## src/port_ctl_map.svh

```systemverilog
// Constants for the per-port counter, mask and mailbox logic.
// Assumes a 16-bit address and an 18-bit data word.
`ifndef PORT_CTL_MAP_SVH
`define PORT_CTL_MAP_SVH
`define ADDR_W 16
`define DATA_W 18
`define CNT_RESET_VAL 16'h0000
`define MASK_RESET_VAL 16'hFFFF
`define MBOX_DEFAULT_ADDR 16'hFFFF
`define DATA_ZERO 18'h0_0000
`define ADDR_OUT_RESET_VAL 16'h0000
`define IRQ_IDLE 1'h1
`define OE_OFF 1'h0
`define LO_HALF 0
`define HI_HALF 1
`endif

```

## src/port_ctl_pkg.sv

```systemverilog
// Types shared by the per-port control block.
// Assumes port_ctl_map.svh is on the include path.
`include "port_ctl_map.svh"
package port_ctl_pkg;
  // Counter control strobes of one port, all active low
  typedef struct packed {
    logic clear_n;
    logic load_n;
    logic step_n;
    logic mask_load_n;
  } cnt_ctl_t;
  // Write seen on another port of the array
  typedef struct packed {
    logic valid;
    logic [`ADDR_W-1:0] addr;
  } peer_wr_t;
  // Which value drives the address pins
  typedef enum logic [2:0] {
    AOUT_NONE = 3'b001,
    AOUT_CNT = 3'b010,
    AOUT_MASK = 3'b100
  } aout_sel_t;
endpackage

```

## src/port_addr_ctl.sv

```systemverilog
// Per-port address counter, wrap mask, wrap flag and mailbox flag.
// Assumes the memory array sits outside; its read word comes in on mem_rdata.
// Assumes all inputs are synchronous to ref_clk; reset_n is asynchronous.
`timescale 1ns/100ps
`include "port_ctl_map.svh"

module port_addr_ctl #(
  // Widths and the mailbox cell owned by this port
  parameter int ADDR_W = `ADDR_W,
  parameter int DATA_W = `DATA_W,
  parameter logic [`ADDR_W-1:0] MBOX_ADDR = `MBOX_DEFAULT_ADDR
) (
  // Clock and master reset
  input wire logic ref_clk,
  input wire logic reset_n,
  // Counter and mask controls, all active low
  input wire port_ctl_pkg::cnt_ctl_t cnt_ctl,
  input wire logic addr_counter_readback_n,
  input wire logic wrap_mask_readback_n,
  // Address pins: value seen, value driven and its enable
  input wire logic [ADDR_W-1:0] addr_in,
  output logic [ADDR_W-1:0] addr_out,
  output logic addr_oe,
  // Port selects and read controls
  input wire logic port_select_low_n,
  input wire logic port_select_high,
  input wire logic read_not_write,
  input wire logic lower_half_select_n,
  input wire logic upper_half_select_n,
  input wire logic output_enable_n,
  // Read word of the array and the data pins
  input wire logic [DATA_W-1:0] mem_rdata,
  output logic [DATA_W-1:0] data_out,
  output logic [1:0] data_oe,
  // Writes by the other ports and the two flags
  input wire port_ctl_pkg::peer_wr_t peer_wr,
  output logic counter_wrap_irq_n,
  output logic mailbox_irq_n
);

  // Counter, mask and decode signals
  logic [ADDR_W-1:0] count_r;
  logic [ADDR_W-1:0] count_nxt;
  logic [ADDR_W-1:0] mask_r;
  logic wrap_now;
  logic port_on;
  logic own_read;
  logic peer_hit;
  port_ctl_pkg::aout_sel_t aout_sel;

  // Masked step: unmasked bits count, masked bits hold their value
  // Forcing held bits to one lets the carry ripple straight past them
  function automatic logic [ADDR_W-1:0] masked_step(
    input logic [ADDR_W-1:0] cur,
    input logic [ADDR_W-1:0] msk
  );
    logic [ADDR_W-1:0] filled;
    logic [ADDR_W-1:0] bumped;
    filled = cur | ~msk;
    bumped = filled + ADDR_W'(1);
    masked_step = (bumped & msk) | (cur & ~msk);
  endfunction

  // Wrap happens when all unmasked bits are already one
  // A mask of zero makes every step a wrap, so each step pulls the flag low
  function automatic logic at_top(
    input logic [ADDR_W-1:0] cur,
    input logic [ADDR_W-1:0] msk
  );
    at_top = ((cur & msk) == msk);
  endfunction

  // Drive decode for one data half: selected, reading, enabled
  function automatic logic half_drive(
    input logic on,
    input logic rd,
    input logic oe_n,
    input logic half_n
  );
    half_drive = on && rd && !oe_n && !half_n;
  endfunction

  // Port active only with both selects asserted
  // Either select off keeps reads and mailbox clears away
  assign port_on = !port_select_low_n && port_select_high;
  // Own read takes the counter as its address; the array path is outside
  assign own_read = port_on && read_not_write && (count_r == MBOX_ADDR);
  // Write into our cell by another port
  assign peer_hit = peer_wr.valid && (peer_wr.addr == MBOX_ADDR);

  // Next counter value, clear beats load beats step
  // Mask load is separate and may share the cycle with any of these
  always_comb begin
    count_nxt = count_r;
    wrap_now = 1'b0;
    if (!cnt_ctl.clear_n) begin
      count_nxt = `CNT_RESET_VAL;
    end else if (!cnt_ctl.load_n) begin
      count_nxt = addr_in;
    end else if (!cnt_ctl.step_n) begin
      count_nxt = masked_step(count_r, mask_r);
      wrap_now = at_top(count_r, mask_r);
    end
  end

  // Address counter
  // Reset and clear share one value, so both start from the bottom
  always_ff @(posedge ref_clk or negedge reset_n) begin
    if (!reset_n) begin
      count_r <= `CNT_RESET_VAL;
    end else begin
      count_r <= count_nxt;
    end
  end

  // Wrap mask register; all ones means unmasked
  // A new mask steers the first step after the edge that loads it
  always_ff @(posedge ref_clk or negedge reset_n) begin
    if (!reset_n) begin
      mask_r <= `MASK_RESET_VAL;
    end else if (!cnt_ctl.mask_load_n) begin
      mask_r <= addr_in;
    end
  end

  // Wrap flag: registered, so it lasts one cycle unless wrapping again
  // Back-to-back wraps keep it low; no stretch logic is needed
  always_ff @(posedge ref_clk or negedge reset_n) begin
    if (!reset_n) begin
      counter_wrap_irq_n <= `IRQ_IDLE;
    end else begin
      counter_wrap_irq_n <= !wrap_now;
    end
  end

  // Mailbox flag; a peer write in the clearing cycle wins
  // Set before clear, so a message sent during the read is not lost
  always_ff @(posedge ref_clk or negedge reset_n) begin
    if (!reset_n) begin
      mailbox_irq_n <= `IRQ_IDLE;
    end else if (peer_hit) begin
      mailbox_irq_n <= 1'b0;
    end else if (own_read) begin
      mailbox_irq_n <= `IRQ_IDLE;
    end
  end

  // Address pin source; counter readback has precedence over mask
  // Chip enables are not consulted, so readback works unselected
  always_comb begin
    if (!addr_counter_readback_n) begin
      aout_sel = port_ctl_pkg::AOUT_CNT;
    end else if (!wrap_mask_readback_n) begin
      aout_sel = port_ctl_pkg::AOUT_MASK;
    end else begin
      aout_sel = port_ctl_pkg::AOUT_NONE;
    end
  end

  // Address pins registered; the master has released them meanwhile
  // Holding the last value when idle keeps the outputs from toggling
  always_ff @(posedge ref_clk or negedge reset_n) begin
    if (!reset_n) begin
      addr_out <= `ADDR_OUT_RESET_VAL;
      addr_oe <= `OE_OFF;
    end else begin
      unique case (aout_sel)
        port_ctl_pkg::AOUT_CNT: begin
          addr_out <= count_r;
          addr_oe <= 1'b1;
        end
        port_ctl_pkg::AOUT_MASK: begin
          addr_out <= mask_r;
          addr_oe <= 1'b1;
        end
        port_ctl_pkg::AOUT_NONE: begin
          addr_out <= addr_out;
          addr_oe <= 1'b0;
        end
      endcase
    end
  end

  // Data word from the array, mailbox cell included as plain storage
  // One register stage matches the pipelined read of the array
  always_ff @(posedge ref_clk or negedge reset_n) begin
    if (!reset_n) begin
      data_out <= `DATA_ZERO;
    end else begin
      data_out <= mem_rdata;
    end
  end

  // Data enables need both selects, a read, and each half select
  // Output enable is asynchronous at the pins, so these stay combinational
  assign data_oe[`LO_HALF] = half_drive(port_on, read_not_write,
    output_enable_n, lower_half_select_n);
  assign data_oe[`HI_HALF] = half_drive(port_on, read_not_write,
    output_enable_n, upper_half_select_n);

endmodule // port_addr_ctl

```

## config.mk

```make
export PLATFORM = sky130hd
export DESIGN_NAME = port_addr_ctl
export DESIGN_NICKNAME = d
export VERILOG_FILES = /design/src/port_ctl_pkg.sv /design/src/port_addr_ctl.sv
export VERILOG_INCLUDE_DIRS = /design/src
export SDC_FILE = /design/constraint.sdc
export NUM_CORES = 1
export LEC_CHECK = 0
export BUFFER_PORTS_ARGS = -buffer_cell sky130_fd_sc_hd__buf_2
export CAP_MARGIN = 20
export CORE_ASPECT_RATIO = 0.5
export CORE_UTILIZATION = 44
export CTS_BUF_LIST = sky130_fd_sc_hd__clkbuf_4 sky130_fd_sc_hd__clkbuf_8
export DETAILED_ROUTE_END_ITERATION = 8
export PLACE_DENSITY_LB_ADDON = 0.15
export SYNTH_ARGS = -nofsm -noshare
export SYNTH_HDL_FRONTEND = slang
export SYNTH_SLANG_ARGS = --single-unit
```

## constraint.sdc

```tcl
create_clock -name ref_clk -period 6.8 [get_ports ref_clk]
set_input_delay 1.02 -clock ref_clk [delete_from_list [all_inputs] [get_ports ref_clk]]
set_output_delay 1.02 -clock ref_clk [all_outputs]
set_load 0.02 [all_outputs]
```

Word level (Yosys, flattened, before mapping)
Index checks and enable logic that the tools add are counted.
{"block": "op_classes", "bitwise": 6, "n_mux": 12, "n_eq_ne": 7, "reduce_logical": 14, "addsub": 1}
{"op": "$and 16x16->16", "n": 3}
{"op": "$mux 16", "n": 3}
{"op": "$eq 16x16->1 const B", "n": 2}
{"op": "$or 16x16->16", "n": 2}
{"op": "$pmux 16 s2", "n": 1}
{"op": "$add 16x1->16 const B", "n": 1}
{"op": "$eq 16x16->1", "n": 1}
{"op": "$not 16->16", "n": 1}
{"op": "$logic_and 1x1->1", "n": 7}
{"op": "$mux 3", "n": 2}
{"op": "$logic_not 1->1", "n": 5}
{"op": "$mux 1", "n": 5}
{"op": "$eq 3x1->1 const B", "n": 1}
{"op": "$eq 3x2->1 const B", "n": 1}
{"op": "$eq 3x3->1 const B", "n": 1}
{"op": "$ne 3x3->1 const B", "n": 1}
{"op": "$pmux 1 s2", "n": 1}
{"op": "$reduce_bool 2->1", "n": 1}
{"op": "$reduce_or 2->1", "n": 1}
{"block": "totals", "word_cells": 47, "inputBits": 65, "ff_bits": 69}

Depth between registers and ports, before layout
Gate-level depths: netlist of run 1.
{"block": "depth", "word_depth": 8, "mapped_depth": 9, "mapped_depth_nobuf": 9}

Least setup slack after synthesis of run 1
OpenSTA, ideal clock, no wires.
{"block": "synth_path", "kind": "input -> output", "from": "input port port_select_low_n", "to": "output port data_oe[0]", "arrival_ns": 1.662, "cell_stages": 2, "path_buffers": 0, "path_slack_ns": 4.118, "cell_sequence": "nand3b_1 nor3_1"}
{"block": "synth_between", "elab_chain_cells": 5}
{"item": "from (decl)", "line_no": "port_addr_ctl.sv:25", "source": "input wire logic port_select_low_n,"}
{"item": "$logic_not 1->1", "line_no": "port_addr_ctl.sv:85", "source": "assign port_on = !port_select_low_n && port_select_high;"}
{"item": "$logic_and 1x1->1", "line_no": "port_addr_ctl.sv:85"}
{"item": "$logic_and 1x1->1 (3 in series)", "line_no": "port_addr_ctl.sv:80", "source": "half_drive = on && rd && !oe_n && !half_n;"}
{"item": "to (decl)", "line_no": "port_addr_ctl.sv:34", "source": "output logic [1:0] data_oe,"}
Every way passes these cells.

Final worst setup path of run 1
{"block": "layout_path", "from": "input port port_select_low_n", "to": "output port data_oe[1]"}
Same word-level chain as after synthesis.

==> results of run 1 <==
==> final cells by class <==
cell class              instances  area share
repair buffers                104       0.137
clock inverters                 2     0.00262
clock buffers                  14      0.0439
inverters                       8     0.00787
well taps                      92      0.0302
multi-input cells             188       0.320
flip-flops and latches         69       0.459
==> worst max-delay path, stage by stage <==
cell	delay [ps]
buf_2	90
nand3b_1	180
nor3_1	140
buf_2	190
==> final timing paths <==
path / startpoint / slack [ps] / endpoint
worst max-delay path: port_select_low_n / 4160 / data_oe[1]
worst min-delay path: mask_r[12] / 520 / mask_r[12]
worst max register to register: mask_r[3] / 4330 / count_r[15]
worst min register to register: mask_r[12] / 520 / mask_r[12]
max in group asynchronous: reset_n / 5390 / data_out[1]
min in group asynchronous: reset_n / 850 / addr_out[9]
==> power by group through the flow <==
stage               clock network, mW  registers, mW  logic, mW
global route                    0.328          0.481      0.167
finish                          0.301          0.476      0.150
global placement                    0          0.481      0.148
detailed placement                  0          0.483      0.151
floorplan                           0          0.497     0.0720
CTS                             0.310          0.476      0.152
==> routing by layer <==
metal / vias up / wire length (µm)
li1: 1194 / -
met1: 1156 / 3290
met2: 89 / 3100
met3: 10 / 620
met4: 0 / 81
met5: - / 0
==> Yosys cell counts (all sizes together) (7+ instances only) <==
master	instances
a211oi	7
a21oi	22
clkbuf	13
dfrtp	51
dfstp	18
inv	8
mux2	14
mux2i	17
nand2	10
nand2b	10
nand3	9
nand4	8
nor2	28
nor3	7
o21ai	13
==> sequential cells by signal (all words and copies together), names as in the netlist <==
| signal | cells |
|---|---|
| addr_out | 16 |
| data_out | 18 |
| mailbox_irq_n | 1 |
| addr_oe | 1 |
| mask_r | 16 |
| count_r | 16 |
| counter_wrap_irq_n | 1 |
==> cell families after synthesis <==
logic type	after synthesis	share of synthesized area
muxes	31	0.107
AOI/OAI and AO/OA	52	0.0986
xor gates and xnor gates	9	0.0258
adders and majority gates	2	0.00818
buffers and inverters	23	0.0290
DFF	69	0.572
and+or+nand+nor	94	0.159
==> stage by stage <==
stage               utilization  instances
finish                    0.569        477
global placement          0.543        461
global route              0.569        477
floorplan                     -        280
CTS                       0.569        477
detailed placement        0.543        461
==> results.yml, run 1 <==
logic_synthesis:
  netlist_instances: 280
  ys_async_sr_fraction: 1.00
  synthDistinctLibCells: 35
  ys_seq_area_frac: 0.572
  synth_top_cell_by_area: "dfrtp_1"
  synth.avg_cell_area_um2: 10.9
  synth_nets: 347
  synth_edf_count: 0
  ys_ff_latch: 69
  netlist_area_um2: 3060
  synth_warnings: 0
  synthTopCellsByArea: "dfrtp_1 42%, dfstp_2 15%, mux2i_1 5.6%"
  synth.top_cell.area_share: 0.417
  synthFlopType: "dfrtp_1"
route:
  drt_iter0_markers: 133
  ant_nets: 0
  drt-wirelength-per-cell_um: 14.9
  vias: 2449
  firstDrtPassIters: 4
  viasPerCell: 5.13
  drc_errors: 0
  routed_wl_um: 7100
grt:
  grt_pass1_vias: 2216
  use_met2: 0.323
  grt_use_met3: 0.112
  antenna_found_initial: 0
  grt_usage: 0.210
  grt_overflow: 0
  grt_pass1_wl_um: 11000
  grt_max_degree: 70
  top_usage_layer: "met2"
  use_met1: 0.258
power:
  p_switching_mw: 0.256
  power_frac_comb: 0.161
  swShare: 0.277
  seq_power_share: 0.514
  powerDensity_nw_per_um2: 243
  leakage_nw: 1.76
  p_total_mw: 0.926
  vdd.ir_drop.worst_mv: 0.163
  internal-power_mw: 0.670
  clkPwrFrac: 0.325
cells_and_area:
  drive_above_1_share: 0.395
  area_growth_pct: 24.8
  finalNetCount: 447
  final_common_cell: "buf_2"
  n_antenna_cell: 0
  final_area_um2: 3810
  final_cell_mix: "103 x buf_2, 51 x dfrtp_1, 28 x nor2_1"
  multi_input_area_um2: 1220
  regArea_um2: 1750
  fillers: 603
timing:
  relSlewSlack: 0.442
  setup_ws_ps: 4160
  fin_crit_ps: 2640
  worst_slew_pin_slew_ps: 837
  finalHoldViolCount: 0
  period_share: 0.388
  rsz0062_at_grt: "false"
  hold_slack_ps: 522
  skew_ps: 4.96
  finalSetupTns_ps: 0
  setup_viol: 0
  max_freq_ghz: 0.379
  maxSlewViolCount: 0
worst_setup_path:
  critical_path_class: "primary input to output pin"
  r2r_cells: 5
  crit_required_ps: 5780
  arrival_ps: 1620
  path_max_fanout: 3
  crit_path_start_kind: "primary input"
  critPathCaptureType: "output pin"
clock_network:
  cts-root-buf: "clkbuf_8"
  tritoncts: "done"
  htree_levels: 3
  path_clk_slew_ps: 70
  holdBufCountCts: 0
  cts_buffers: 9
  post_cts_buffers: 0
  clockBufferDepth: 2
  ctsResizeCount: 0
  worstSkewPairLatency_ps: 350
  cts_sinks: 69
die:
  die-area_um2: 7310
  initial_core_util: 0.456
  fp.dieW_um: 120
  core_um2: 6700
  io-pin-count: 104
  die_h_um: 61.0
  core.rowCount: 21
worst_hold_path:
  hp-class: "register to register"
  worst_hold_path.num_cells: 2
place:
  place_area_um2: 3640
  place_congestion: 0.804
  dp_hpwl_um: 4970
  portBuffers: 103
  dp_slack_ps: 4160
flow_run:
  maxCapViolCount: 0
run_status:
  status: "finished clean"
No activity file was read; power rests on OpenSTA's default activity.
==> inputs of run 2 (changes only) <==
clock period = 2.7 ns   (was 6.8 ns; I/O delays follow)
==> results.yml, run 2 (synthesis results as in run 1) <==
worst_setup_path:
  r2r_start: "mask_r[3]"
  crit_start: "mask_r[3]"
  crit_slowest_cell: "or4_1"
  worstSetupPathDepth: 5
  crit_path_max_incr_delay_ps: 570
  crit_required_ps: 2960
  r2r_cells: 5
  reg2reg_to: "count_r[15]"
  critPathCaptureType: "register"
  crit_path_start_kind: "register"
  critical_path_class: "register to register"
  path_delay_family: "simple AND/OR/NAND/NOR gates"
  r2r_setup_slack_ps: 400
  crit_top_cell: "or4_1"
  crit_buf_inv: 0
  endpoint: "count_r[15]"
  cp_cell_sequence: "nor2b_1 -> or4_1 -> or3_1 -> or4_1 -> a31oi_1"
  path_max_fanout: 7
  arrival_ps: 2570
timing:
  fin_crit_ps: 2300
  period_share: 0.853
  rsz0062_at_grt: "false"
  finalSetupTns_ps: 0
  maxSlewViolCount: 0
  finalHoldViolCount: 0
  relSlewSlack: 0.571
  skew_ps: 6.42
  max_freq_ghz: 0.434
  setup_viol: 0
  worst_slew_pin_slew_ps: 643
  hold_slack_ps: 75.5
grt:
  antenna_found_initial: 0
  grt_use_met3: 0.0902
  grt_max_degree: 70
  top_usage_layer: "met2"
  grt_usage: 0.211
  use_met1: 0.268
  grt_pass1_wl_um: 11300
  grt_pass1_vias: 2288
  grt_overflow: 0
  use_met2: 0.321
clock_network:
  holdBufCountCts: 0
  cts_buffers: 9
  ctsResizeCount: 0
  tritoncts: "done"
  cts-root-buf: "clkbuf_8"
  path_clk_slew_ps: 70
  post_cts_buffers: 0
  worstSkewPairLatency_ps: 340
  htree_levels: 3
  clockBufferDepth: 2
  cts_sinks: 69
cells_and_area:
  regMostFlops: "data_out"
  area_growth_pct: 25.2
  finalNetCount: 448
  drive_above_1_share: 0.396
  largest_reg_flops: 18
  final_common_cell: "buf_2"
  n_antenna_cell: 0
  final_cell_mix: "103 x buf_2, 51 x dfrtp_1, 28 x nor2_1"
die:
  core_um2: 6700
  die-area_um2: 7310
  core.rowCount: 21
  die_h_um: 61.0
  io-pin-count: 104
  fp.dieW_um: 120
  initial_core_util: 0.456
place:
  dp_hpwl_um: 5020
  place_congestion: 0.821
  portBuffers: 103
worst_hold_path:
  hp-class: "primary input to asynchronous set/reset pin"
route:
  drc_errors: 0
  drt-wirelength-per-cell_um: 14.9
  vias: 2470
  firstDrtPassIters: 5
  drt_iter0_markers: 106
  routed_wl_um: 7140
  viasPerCell: 5.17
  ant_nets: 0
power:
  p_switching_mw: 0.647
  internal-power_mw: 1.68
  clkPwrFrac: 0.319
  seq_power_share: 0.516
  power_frac_comb: 0.165
  leakage_nw: 1.77
  vdd.ir_drop.worst_mv: 0.429
  powerDensity_nw_per_um2: 607
  swShare: 0.278
run_status:
  status: "finished clean"
flow_run:
  maxCapViolCount: 0
run 2: cell types whose count changed in the layout (fill, tap and decap cells not counted):
cell	delta
clkbuf_8	-1
clkbuf_4	+1
buf_12	+1
run 2: area by class of cell:
| type | instances | area, µm² |
|---|---|---|
| inverter | 8 | 30.0 |
| clock buffer | 14 | 161 |
| tap | 92 | 115 |
| timing repair buffer | 105 | 543 |
| clock inverter | 2 | 10.0 |
| fill | 610 | 2870 |
| multi-input combinational | 188 | 1220 |
| sequential | 69 | 1750 |
run 2: how the worst min path moves through the flow:
stage / to
final: addr_out[7]
after global routing: addr_out[7]
after CTS: count_r[5]
after detailed placement: addr_oe
after global placement: addr_oe
after floorplan: addr_oe
run 2: routing by layer:
layer	vias up	share of wire	routed length (µm)
li1	1191	-	-
met1	1184	0.47	3340
met2	85	0.43	3090
met3	10	0.088	626
met4	0	0.010	74
met5	-	0	0
run 2: stage by stage:
stage	instance area, µm²	instances	power [mW]	util	setup slack (ps)
4_1_cts	3830	478	2.35	0.571	412
3_5_place_dp	3660	462	1.60	0.546	407
5_1_grt	3830	478	2.44	0.571	250
3_3_place_gp	3660	462	1.59	0.546	458
6_report	3830	478	2.32	0.571	396
2_1_floorplan	3060	280	1.43	-	396
run 2: power groups by stage:
stage	clock network (mW)	registers (mW)	logic [mW]
6_report	0.741	1.20	0.384
5_1_grt	0.802	1.21	0.425
4_1_cts	0.763	1.20	0.388
3_5_place_dp	0	1.22	0.386
3_3_place_gp	0	1.21	0.379
2_1_floorplan	0	1.25	0.181
